## src/rtl/uart_pkg.sv

```systemverilog
package uart_pkg;

  // ********************************************************
  // Register map
  // ********************************************************
  localparam logic [7:0] OFF_CTRL = 8'h00;
  localparam logic [7:0] OFF_MODE = 8'h04;
  localparam logic [7:0] OFF_IER = 8'h08;
  localparam logic [7:0] OFF_IDR = 8'h0c;
  localparam logic [7:0] OFF_IMR = 8'h10;
  localparam logic [7:0] OFF_STAT = 8'h14;
  localparam logic [7:0] OFF_RHR = 8'h18;
  localparam logic [7:0] OFF_THR = 8'h1c;
  localparam logic [7:0] OFF_BAUD = 8'h20;

  // Control command bits
  localparam int CMD_RX_RESET = 2;
  localparam int CMD_TX_RESET = 3;
  localparam int CMD_RX_ENABLE = 4;
  localparam int CMD_RX_DISABLE = 5;
  localparam int CMD_TX_ENABLE = 6;
  localparam int CMD_TX_DISABLE = 7;
  localparam int CMD_STATUS_RESET = 8;

  // Mode fields
  localparam int PAR_LSB = 9;
  localparam int PAR_MSB = 11;
  localparam int CHM_LSB = 14;
  localparam int CHM_MSB = 15;
  localparam logic [2:0] PAR_EVEN = 3'h0;
  localparam logic [2:0] PAR_ODD = 3'h1;
  localparam logic [2:0] PAR_SPACE = 3'h2;
  localparam logic [2:0] PAR_MARK = 3'h3;
  localparam logic [2:0] PAR_NONE = 3'h4;
  localparam logic [1:0] CHM_NORMAL = 2'h0;
  localparam logic [1:0] CHM_ECHO = 2'h1;
  localparam logic [1:0] CHM_LOCAL = 2'h2;
  localparam logic [1:0] CHM_REMOTE = 2'h3;

  // Status and mask bit positions
  localparam int ST_RX_READY = 0;
  localparam int ST_TX_READY = 1;
  localparam int ST_OVERRUN = 5;
  localparam int ST_FRAMING = 6;
  localparam int ST_PARITY = 7;
  localparam int ST_TX_EMPTY = 9;
  localparam logic [31:0] STAT_VALID = 32'h0000_02e3;

  // Bit timing in sampling ticks, and the last data bit index
  localparam logic [3:0] TICK_LAST = 4'hf;
  localparam logic [3:0] START_MIN = 4'h7;
  localparam logic [2:0] BIT_LAST = 3'h7;

  typedef enum logic [1:0] {RX_IDLE, RX_DATA, RX_PAR, RX_STOP} rx_state_t;
  typedef enum logic [2:0] {TX_IDLE, TX_START, TX_DATA, TX_PAR, TX_STOP}
    tx_state_t;

  typedef struct packed {
    logic wr;
    logic rd;
    logic [7:0] addr;
    logic [31:0] wdata;
  } bus_req_t;

  typedef struct packed {
    logic s1;
    logic s2;
    logic s3;
    logic rx_filt;
    logic [15:0] cd;
    logic [15:0] div_cnt;
    logic [2:0] parity_type;
    logic [1:0] channel_mode;
    logic [31:0] mask;
    logic rx_en;
    logic rx_pend;
    rx_state_t rx_st;
    logic [3:0] rx_tcnt;
    logic [2:0] rx_bcnt;
    logic [3:0] low_cnt;
    logic [7:0] rx_shift;
    logic rx_pe;
    logic [7:0] rx_character;
    logic rx_ready;
    logic overrun_flag;
    logic framing_flag;
    logic parity_error_flag;
    logic tx_en;
    logic tx_pend;
    tx_state_t tx_st;
    logic [3:0] tx_tcnt;
    logic [2:0] tx_bcnt;
    logic [7:0] tx_shift;
    logic tx_par;
    logic [7:0] tx_character;
    logic thr_full;
    logic [31:0] rdata;
    logic line;
    logic irq;
  } state_t;

endpackage

```

## src/rtl/uart_register_interface.sv

```systemverilog
// The implementer's own choice: the strobed register port.
`timescale 1ns/1ps
`default_nettype none

module uart_register_interface
  import uart_pkg::*;
(
  // Clock and reset
  input wire logic clock,
  input wire logic arst_n,
  // Register port
  input wire bus_req_t bus,
  output logic [31:0] rdata,
  // Serial line
  input wire logic serial_rx_line,
  output logic serial_tx_line,
  // Interrupt
  output logic irq
);

  // ********************************************************
  // Reset release
  // ********************************************************
  logic [1:0] rst_q;
  logic rst_n;

  always_ff @(posedge clock or negedge arst_n) begin
    if (!arst_n) begin
      rst_q <= 2'h0;
    end else begin
      rst_q <= {rst_q[0], 1'b1};
    end
  end
  assign rst_n = rst_q[1];

  // ********************************************************
  // State
  // ********************************************************
  localparam state_t STATE_RST = '{s1: 1'b1, s2: 1'b1, s3: 1'b1,
    rx_filt: 1'b1, line: 1'b1, rx_st: RX_IDLE, tx_st: TX_IDLE,
    default: '0};

  state_t s;
  state_t next_s;
  logic tick;
  logic tx_out;
  logic rx_in;
  logic [31:0] stat;
  logic irq_want;

  function automatic logic par_of(input logic [2:0] p,
                                  input logic [7:0] d);
    unique case (p)
      PAR_EVEN: par_of = ^d;
      PAR_ODD: par_of = ~^d;
      PAR_MARK: par_of = 1'b1;
      default: par_of = 1'b0;
    endcase
  endfunction

  // Sixteen ticks per bit at the divided rate
  assign tick = (s.cd != 16'h0) && (s.div_cnt == s.cd - 16'h1);

  always_comb begin
    unique case (s.tx_st)
      TX_START: tx_out = 1'b0;
      TX_DATA: tx_out = s.tx_shift[0];
      TX_PAR: tx_out = s.tx_par;
      default: tx_out = 1'b1;
    endcase
  end

  // Receiver source per channel mode
  always_comb begin
    unique case (s.channel_mode)
      CHM_LOCAL: rx_in = tx_out;
      CHM_REMOTE: rx_in = 1'b1;
      default: rx_in = s.rx_filt;
    endcase
  end

  always_comb begin
    stat = 32'h0;
    stat[ST_RX_READY] = s.rx_ready && s.rx_en;
    stat[ST_TX_READY] = s.tx_en && !s.thr_full;
    stat[ST_OVERRUN] = s.overrun_flag;
    stat[ST_FRAMING] = s.framing_flag;
    stat[ST_PARITY] = s.parity_error_flag;
    stat[ST_TX_EMPTY] = s.tx_en && !s.thr_full
      && (s.tx_st == TX_IDLE);
  end
  assign irq_want = |(stat & s.mask);

  always_comb begin
    logic wr_ctrl;
    logic samp_rx;
    logic samp_tx;
    wr_ctrl = bus.wr && (bus.addr == OFF_CTRL);
    samp_rx = tick && (s.rx_tcnt == TICK_LAST);
    samp_tx = tick && (s.tx_tcnt == TICK_LAST);
    next_s = s;

    // ******************************************************
    // Input synchroniser
    // ******************************************************
    next_s.s1 = serial_rx_line;
    next_s.s2 = s.s1;
    next_s.s3 = s.s2;
    if (s.s2 == s.s3) begin
      next_s.rx_filt = s.s3;
    end

    // ******************************************************
    // Baud divider
    // ******************************************************
    if (s.cd == 16'h0 || tick) begin
      next_s.div_cnt = 16'h0;
    end else begin
      next_s.div_cnt = s.div_cnt + 16'h1;
    end

    // Clears first so that hardware sets win
    if (wr_ctrl && bus.wdata[CMD_STATUS_RESET]) begin
      next_s.overrun_flag = 1'b0;
      next_s.framing_flag = 1'b0;
      next_s.parity_error_flag = 1'b0;
    end
    if (bus.rd && bus.addr == OFF_RHR) begin
      next_s.rx_ready = 1'b0;
    end

    // ******************************************************
    // Receiver
    // ******************************************************
    unique case (s.rx_st)
      RX_IDLE: begin
        if (s.rx_en && tick) begin
          if (!rx_in) begin
            next_s.low_cnt = s.low_cnt + 4'h1;
            if (s.low_cnt == START_MIN) begin
              next_s.rx_st = RX_DATA;
              next_s.rx_tcnt = 4'h0;
              next_s.rx_bcnt = 3'h0;
              next_s.rx_pe = 1'b0;
            end
          end else begin
            next_s.low_cnt = 4'h0;
          end
        end
      end
      RX_DATA: begin
        if (tick) begin
          next_s.rx_tcnt = s.rx_tcnt + 4'h1;
        end
        if (samp_rx) begin
          next_s.rx_shift = {rx_in, s.rx_shift[7:1]};
          next_s.rx_bcnt = s.rx_bcnt + 3'h1;
          if (s.rx_bcnt == BIT_LAST) begin
            next_s.rx_st = (s.parity_type == PAR_NONE) ? RX_STOP : RX_PAR;
          end
        end
      end
      RX_PAR: begin
        if (tick) begin
          next_s.rx_tcnt = s.rx_tcnt + 4'h1;
        end
        if (samp_rx) begin
          next_s.rx_pe = rx_in != par_of(s.parity_type, s.rx_shift);
          next_s.rx_st = RX_STOP;
        end
      end
      RX_STOP: begin
        if (tick) begin
          next_s.rx_tcnt = s.rx_tcnt + 4'h1;
        end
        if (samp_rx) begin
          next_s.rx_character = s.rx_shift;
          next_s.rx_ready = 1'b1;
          if (s.rx_ready) begin
            next_s.overrun_flag = 1'b1;
          end
          if (!rx_in) begin
            next_s.framing_flag = 1'b1;
          end
          if (s.rx_pe) begin
            next_s.parity_error_flag = 1'b1;
          end
          next_s.rx_st = RX_IDLE;
          next_s.low_cnt = 4'h0;
          if (s.rx_pend) begin
            next_s.rx_en = 1'b0;
            next_s.rx_pend = 1'b0;
          end
        end
      end
    endcase

    // ******************************************************
    // Transmitter
    // ******************************************************
    unique case (s.tx_st)
      TX_IDLE: begin
        if (s.tx_en && s.thr_full) begin
          next_s.tx_shift = s.tx_character;
          next_s.tx_par = par_of(s.parity_type, s.tx_character);
          next_s.thr_full = 1'b0;
          next_s.tx_st = TX_START;
          next_s.tx_tcnt = 4'h0;
        end else if (s.tx_pend) begin
          next_s.tx_en = 1'b0;
          next_s.tx_pend = 1'b0;
        end
      end
      TX_START: begin
        if (tick) begin
          next_s.tx_tcnt = s.tx_tcnt + 4'h1;
        end
        if (samp_tx) begin
          next_s.tx_st = TX_DATA;
          next_s.tx_bcnt = 3'h0;
        end
      end
      TX_DATA: begin
        if (tick) begin
          next_s.tx_tcnt = s.tx_tcnt + 4'h1;
        end
        if (samp_tx) begin
          next_s.tx_shift = {1'b0, s.tx_shift[7:1]};
          next_s.tx_bcnt = s.tx_bcnt + 3'h1;
          if (s.tx_bcnt == BIT_LAST) begin
            next_s.tx_st = (s.parity_type == PAR_NONE) ? TX_STOP : TX_PAR;
          end
        end
      end
      TX_PAR: begin
        if (tick) begin
          next_s.tx_tcnt = s.tx_tcnt + 4'h1;
        end
        if (samp_tx) begin
          next_s.tx_st = TX_STOP;
        end
      end
      TX_STOP: begin
        if (tick) begin
          next_s.tx_tcnt = s.tx_tcnt + 4'h1;
        end
        if (samp_tx) begin
          next_s.tx_st = TX_IDLE;
        end
      end
    endcase

    // ******************************************************
    // Register writes
    // ******************************************************
    if (wr_ctrl) begin
      if (bus.wdata[CMD_RX_RESET]) begin
        next_s.rx_st = RX_IDLE;
        next_s.rx_en = 1'b0;
        next_s.rx_pend = 1'b0;
        next_s.low_cnt = 4'h0;
      end
      if (bus.wdata[CMD_TX_RESET]) begin
        next_s.tx_st = TX_IDLE;
        next_s.tx_en = 1'b0;
        next_s.tx_pend = 1'b0;
        next_s.thr_full = 1'b0;
      end
      if (bus.wdata[CMD_RX_ENABLE] && !bus.wdata[CMD_RX_DISABLE]) begin
        next_s.rx_en = 1'b1;
        next_s.rx_pend = 1'b0;
      end
      if (bus.wdata[CMD_RX_DISABLE]) begin
        if (next_s.rx_st == RX_IDLE) begin
          next_s.rx_en = 1'b0;
        end else begin
          next_s.rx_pend = 1'b1;
        end
      end
      if (bus.wdata[CMD_TX_ENABLE] && !bus.wdata[CMD_TX_DISABLE]) begin
        next_s.tx_en = 1'b1;
        next_s.tx_pend = 1'b0;
      end
      if (bus.wdata[CMD_TX_DISABLE]) begin
        if (next_s.tx_st == TX_IDLE && !next_s.thr_full) begin
          next_s.tx_en = 1'b0;
        end else begin
          next_s.tx_pend = 1'b1;
        end
      end
    end
    if (bus.wr) begin
      unique case (bus.addr)
        OFF_MODE: begin
          next_s.parity_type = bus.wdata[PAR_MSB:PAR_LSB];
          next_s.channel_mode = bus.wdata[CHM_MSB:CHM_LSB];
        end
        OFF_IER: next_s.mask = s.mask | (bus.wdata & STAT_VALID);
        OFF_IDR: next_s.mask = s.mask & ~bus.wdata;
        OFF_THR: begin
          next_s.tx_character = bus.wdata[7:0];
          next_s.thr_full = 1'b1;
        end
        OFF_BAUD: begin
          next_s.cd = bus.wdata[15:0];
          next_s.div_cnt = 16'h0;
        end
        default: begin
        end
      endcase
    end

    // ******************************************************
    // Read data, line and interrupt
    // ******************************************************
    next_s.rdata = 32'h0;
    if (bus.rd) begin
      unique case (bus.addr)
        OFF_MODE: begin
          next_s.rdata[PAR_MSB:PAR_LSB] = s.parity_type;
          next_s.rdata[CHM_MSB:CHM_LSB] = s.channel_mode;
        end
        OFF_IMR: next_s.rdata = s.mask;
        OFF_STAT: next_s.rdata = stat;
        OFF_RHR: next_s.rdata[7:0] = s.rx_character;
        OFF_BAUD: next_s.rdata[15:0] = s.cd;
        default: next_s.rdata = 32'h0;
      endcase
    end

    unique case (s.channel_mode)
      CHM_NORMAL: next_s.line = tx_out;
      CHM_LOCAL: next_s.line = 1'b1;
      default: next_s.line = s.rx_filt;
    endcase
    next_s.irq = |(stat & s.mask);
  end

  always_ff @(posedge clock or negedge rst_n) begin
    if (!rst_n) begin
      s <= STATE_RST;
    end else begin
      s <= next_s;
    end
  end

  assign rdata = s.rdata;
  assign serial_tx_line = s.line;
  assign irq = s.irq;
endmodule

`default_nettype wire

```

## config.mk

```make
export PLATFORM = sky130hd
export DESIGN_NAME = uart_register_interface
export DESIGN_NICKNAME = d
export VERILOG_FILES = /design/src/rtl/uart_pkg.sv /design/src/rtl/uart_register_interface.sv
export SDC_FILE = /design/constraint.sdc
export NUM_CORES = 1
export LEC_CHECK = 0
export ABC_AREA = 1
export BUFFER_PORTS_ARGS = -buffer_cell sky130_fd_sc_hd__buf_2
export CAP_MARGIN = 20
export CORE_MARGIN = 4
export CORE_UTILIZATION = 40
export DETAILED_ROUTE_END_ITERATION = 6
export PLACE_DENSITY_LB_ADDON = 0.05
export SETUP_SLACK_MARGIN = 0.4
export SKIP_CTS_REPAIR_TIMING = 1
export SLEW_MARGIN = 20
export SYNTH_ARGS = -nofsm -noshare
export SYNTH_HDL_FRONTEND = slang
export SYNTH_SLANG_ARGS = --single-unit
export TNS_END_PERCENT = 50
```

## constraint.sdc

```tcl
create_clock -name clock -period 7.2 [get_ports clock]
set_input_delay 2.16 -clock clock [delete_from_list [all_inputs] [get_ports clock]]
set_output_delay 2.16 -clock clock [all_outputs]
set_load 0.01 [all_outputs]
```

---- Word-level counts from Yosys, hierarchy flattened ----
Index checks and enable logic that the tools add are counted.
operators by class
  reductions and logical operators ........ 50
  equal/unequal tests ..................... 36
  bitwise gates (word level) .............. 4
  mux-type cells .......................... 88
  $add $sub $neg .......................... 7
operators with widths
  operator                 count
  $pmux W32 S2             1
  $mux W53                 1
  $mux W16                 3
  $mux W4                  12
  $pmux W7 S5              1
  $and A10 B32 Y32         1
  $and A32 B32 Y32         1
  $eq A8 B5 Y1 const B     4
  $mux W32                 1
  $not A32 Y32             1
  $or A32 B10 Y32          1
  $pmux W8 S4              1
  $reduce_or A32 Y1        1
  $mux W3                  9
  $mux W9                  3
  $mux W2                  12
  $pmux W6 S4              1
  $mux W1                  22
  $mux W5                  4
  $add A16 B1 Y16 const B  1
  $eq A16 B16 Y1           1
  $eq A8 B4 Y1 const B     2
  $logic_not A16 Y1        1
  $pmux W8 S2              1
  other kinds (39)         99
storage, ports and cells
  flip-flop bits (word level) ............. 175
  output and inout port bits .............. 34
  input port bits ......................... 45
  logic and storage cells ................. 220

---- Depth between registers and ports, before layout ----
  word-level depth ........................ 13
  depth in mapped cells ................... 22
  gate-level depth less buffers ........... 21

---- Least setup slack after synthesis ----
No wires, ideal clock.
  path type ............................... input-to-reg
  from .................................... input bus[34] (netlist name)
  to ...................................... register s[156] (netlist name)
  setup time .............................. 0.132 ns
  arrival time ............................ 3.689 ns
  buffers on the path ..................... 3
  setup slack ............................. 3.379 ns
  required time ........................... 7.068 ns
  stages on the path ...................... 8
  cell sequence ........................... clkbuf_1 -> nor2_1 -> nand2_1 -> clkinv_1 -> nand2_1 -> clkbuf_1 -> clkbuf_1 -> o21ai_0
on the way
  longest elaborated chain between the ends .. 2
ends and longest elaborated chain
  what                                RTL line                        RTL
  from (decl)                         uart_register_interface.sv:12   input wire bus_req_t bus,
  $eq A8 B6 Y1                        uart_register_interface.sv:293  unique case (bus.addr)
  $reduce_and A2 Y1 (no source line)  n/a
  to (signal assigned)                uart_register_interface.sv:343  s <= next_s;
  to (decl)                           uart_register_interface.sv:43   state_t s;
No other way between the ends.
A chain may end at the register's enable or synchronous reset.

==> qor.yml <==
logic_synthesis:
  ys.flop_type: "dfrtp_1"
  yosys.area_share.adder_pct: 1.88
  syn-num-nets: 1212
  syn_area_um2: 9200
  yosysTopAreaCellShare_pct: 46.2
  synth_top_family_by_area: "simple AND/OR/NAND/NOR gates"
  synth.area.top_cells: "dfrtp_1 (46%), nand2_1 (10%), inv_1 (6.4%)"
  synth_compound_area_share_pct: 10.9
  async_flop_share_pct: 100
  synth.distinct_cells: 50
  yosys.area.top_type: "dfrtp_1"
  muxShareOfSynthArea_pct: 0.612
  synth_seq_cells: 175
  synth_edf_count: 0
  synth_cells: 1154
  synth_warnings: 0
  synth-simple-area-share_pct: 25.2
  synth_xor_area_share_pct: 3.24
  yosysSeqAreaShare_pct: 47.7
  synth.avg_cell_area_um2: 7.97
detailed_routing:
  detail_route.wl_per_cell_um: 16.3
  via_count: 7458
  totalWireLength_um: 24500
  postRouteAntennaNets: 0
  drc: 0
  first_pass_iters: 5
  drt_iter0_drc: 477
  vias_per_cell: 4.98
worst_setup_path:
  r2r_start: "s[153]"
  rrSetupSlack_ns: 3.62
  critical_path_arrival_ns: 4.98
  critical_path_class: "in2reg"
  start_kind: "input pin"
  endpoint_kind: "flip-flop"
  cp_data_required_time_ns: 7.54
  worstReg2RegEnd: "s[89]"
  crit_fanout: 30
  reg2regPathDepth: 14
global_route:
  globalRouteOverflowTotal: 0
  grt_pass1_wl_um: 40000
  grt_pass1_vias: 7339
  grt_max_degree: 74
  antenna_found_initial: 3
  track_usage_pct: 19.7
cells_and_area:
  nets: 1259
  utilization_pct: 45.4
  area_growth_pct: 11.8
  design_area_um2: 10300
  num_antenna_cells: 0
  drive_gt1_share_pct: 13.4
sta:
  post-route-period-util_pct: 64.4
  rsz0062_at_grt: "no"
  finalMaxSlewViolations: 0
  tns_ns: 0
  skew_ns: 0.0176
  fmax_mhz: 216
  hold_viol: 0
  worst_pin_slew_ns: 0.935
  setup_ws_ns: 2.56
  slew_headroom_pct: 37.7
  min_period_ns: 4.64
  setup_viol_count_final: 0
power_and_ir_drop:
  p_leak_nw: 5.24
  power.density_nw_per_um2: 269
  design_power_total_mw: 2.77
  peakVddDrop_v: 0.000117
clock_tree:
  insertion_delay_ns: 0.45
  cts_tree: "done"
  htree_levels: 4
  numCtsBuffers: 17
  cts.sinks: 175
  cts_root_buffer: "clkbuf_16"
  clk_path_buf_depth: 2
  cts.reportedPaths.clkPinSlew_ns: 0.09
placed_design:
  post_dp_cell_area_um2: 9640
  place_congestion: 0.927
  dp_hpwl_um: 18500
  numPortBuffers: 78
  place_ws_ns: 2.06
outcome:
  status: "finished, final reports clean"
min_path:
  min_path_type: "reg2async"
floorplan:
  die_w_um: 160
  initial_core_util_pct: 40.6
  ios: 79
  rows: 55
  core_area_um2: 22600
  die_h_um: 160
  die-area_um2: 25500
flow_run:
  cap_viol_max_count: 0
final cells by class:
type,count,area [um2]
clock inverter,15,216
fill,2314,12400
tap,285,357
timing repair buffer,81,413
multi-input combinational,760,3860
sequential,175,4390
inverter,166,624
clock buffer,17,425
layout by cell type, fill, tap and decap left out, drive strengths merged, types with 2 or more instances in the layout:
master	count
inv	170
a22oi	3
xnor2	16
nor2	141
or2	2
dfstp	5
o211ai	2
a21oi	46
dfrtp	170
clkbuf	17
nor4	2
nor3b	2
mux2	5
nand2	256
nand3	82
buf	81
nand4	14
ha	13
o221ai	2
a31oi	9
xor2	18
a21boi	2
o22ai	8
clkinv	11
a32o	2
o21ai	101
nor3	21
a221oi	5
per-layer routing:
layer  share of wire, %  up-vias  track usage (%)
li1                   -     3776                -
met1                 48     3517             27.5
met2                 46      132             31.9
met3                3.6       29             3.61
met4                1.5        4             5.17
met5              0.086        -                0
worst max-delay path, stage by stage:
cell,delay (ns)
buf_2,0.09
inv_1,0.03
nand2_1,0.14
nor2_1,0.08
nand2_1,0.29
clkinv_1,0.36
nand2_1,0.78
nand3_1,0.67
nor3b_1,0.36
power breakdown:
part           internal [mW]  switching [mW]
clock                  0.486           0.496
sequential              1.06          0.0836
combinational          0.212           0.429
metrics by stage:
| stage | instances | hold WS (ns) |
|---|---|---|
| finish | 1499 | 0.267 |
| global route | 1499 | 0.316 |
| CTS | 1499 | 0.287 |
| detailed placement | 1467 | 0.285 |
| global placement | 1467 | 0.286 |
| floorplan | 1154 | 0.331 |
cell families (layout without fill, tap and decap cells):
logic type	count (synthesis)	count (layout)
and+or+nand+nor	523	523
buffers and inverters	219	279
AOI/OAI and AO/OA	183	183
DFF	175	175
xor gates and xnor gates	34	34
adders and majority gates	14	14
muxes	5	5
other	1	1
worst max-delay path by stage:
stage,end,start,cells after the start,slack [ns]
after global placement,s[145],bus[33],9,2.18
after detailed placement,s[145],bus[35],9,2.06
final,s[145],bus[35],9,2.56
after global routing,s[145],bus[32],9,2.17
after CTS,s[145],bus[35],9,2.57
after floorplan,async pin,rst_q[1],0,1.97
synth_stat cells, drive strengths merged (2+ instances only):
cell type    n
a221oi       5
clkbuf      16
nand2      256
o21ai      101
a22oi        3
a32o         2
dfrtp      170
mux2         5
xor2        18
nor2       141
nor3b        2
inv        163
nand4       14
clkinv       3
a31oi        9
xnor2       16
nor3        21
nand3       82
ha          13
dfstp        5
buf         37
a21boi       2
nor4         2
o221ai       2
o211ai       2
o22ai        8
a21oi       46
or2          2
Power figures use the tool's default switching activity.
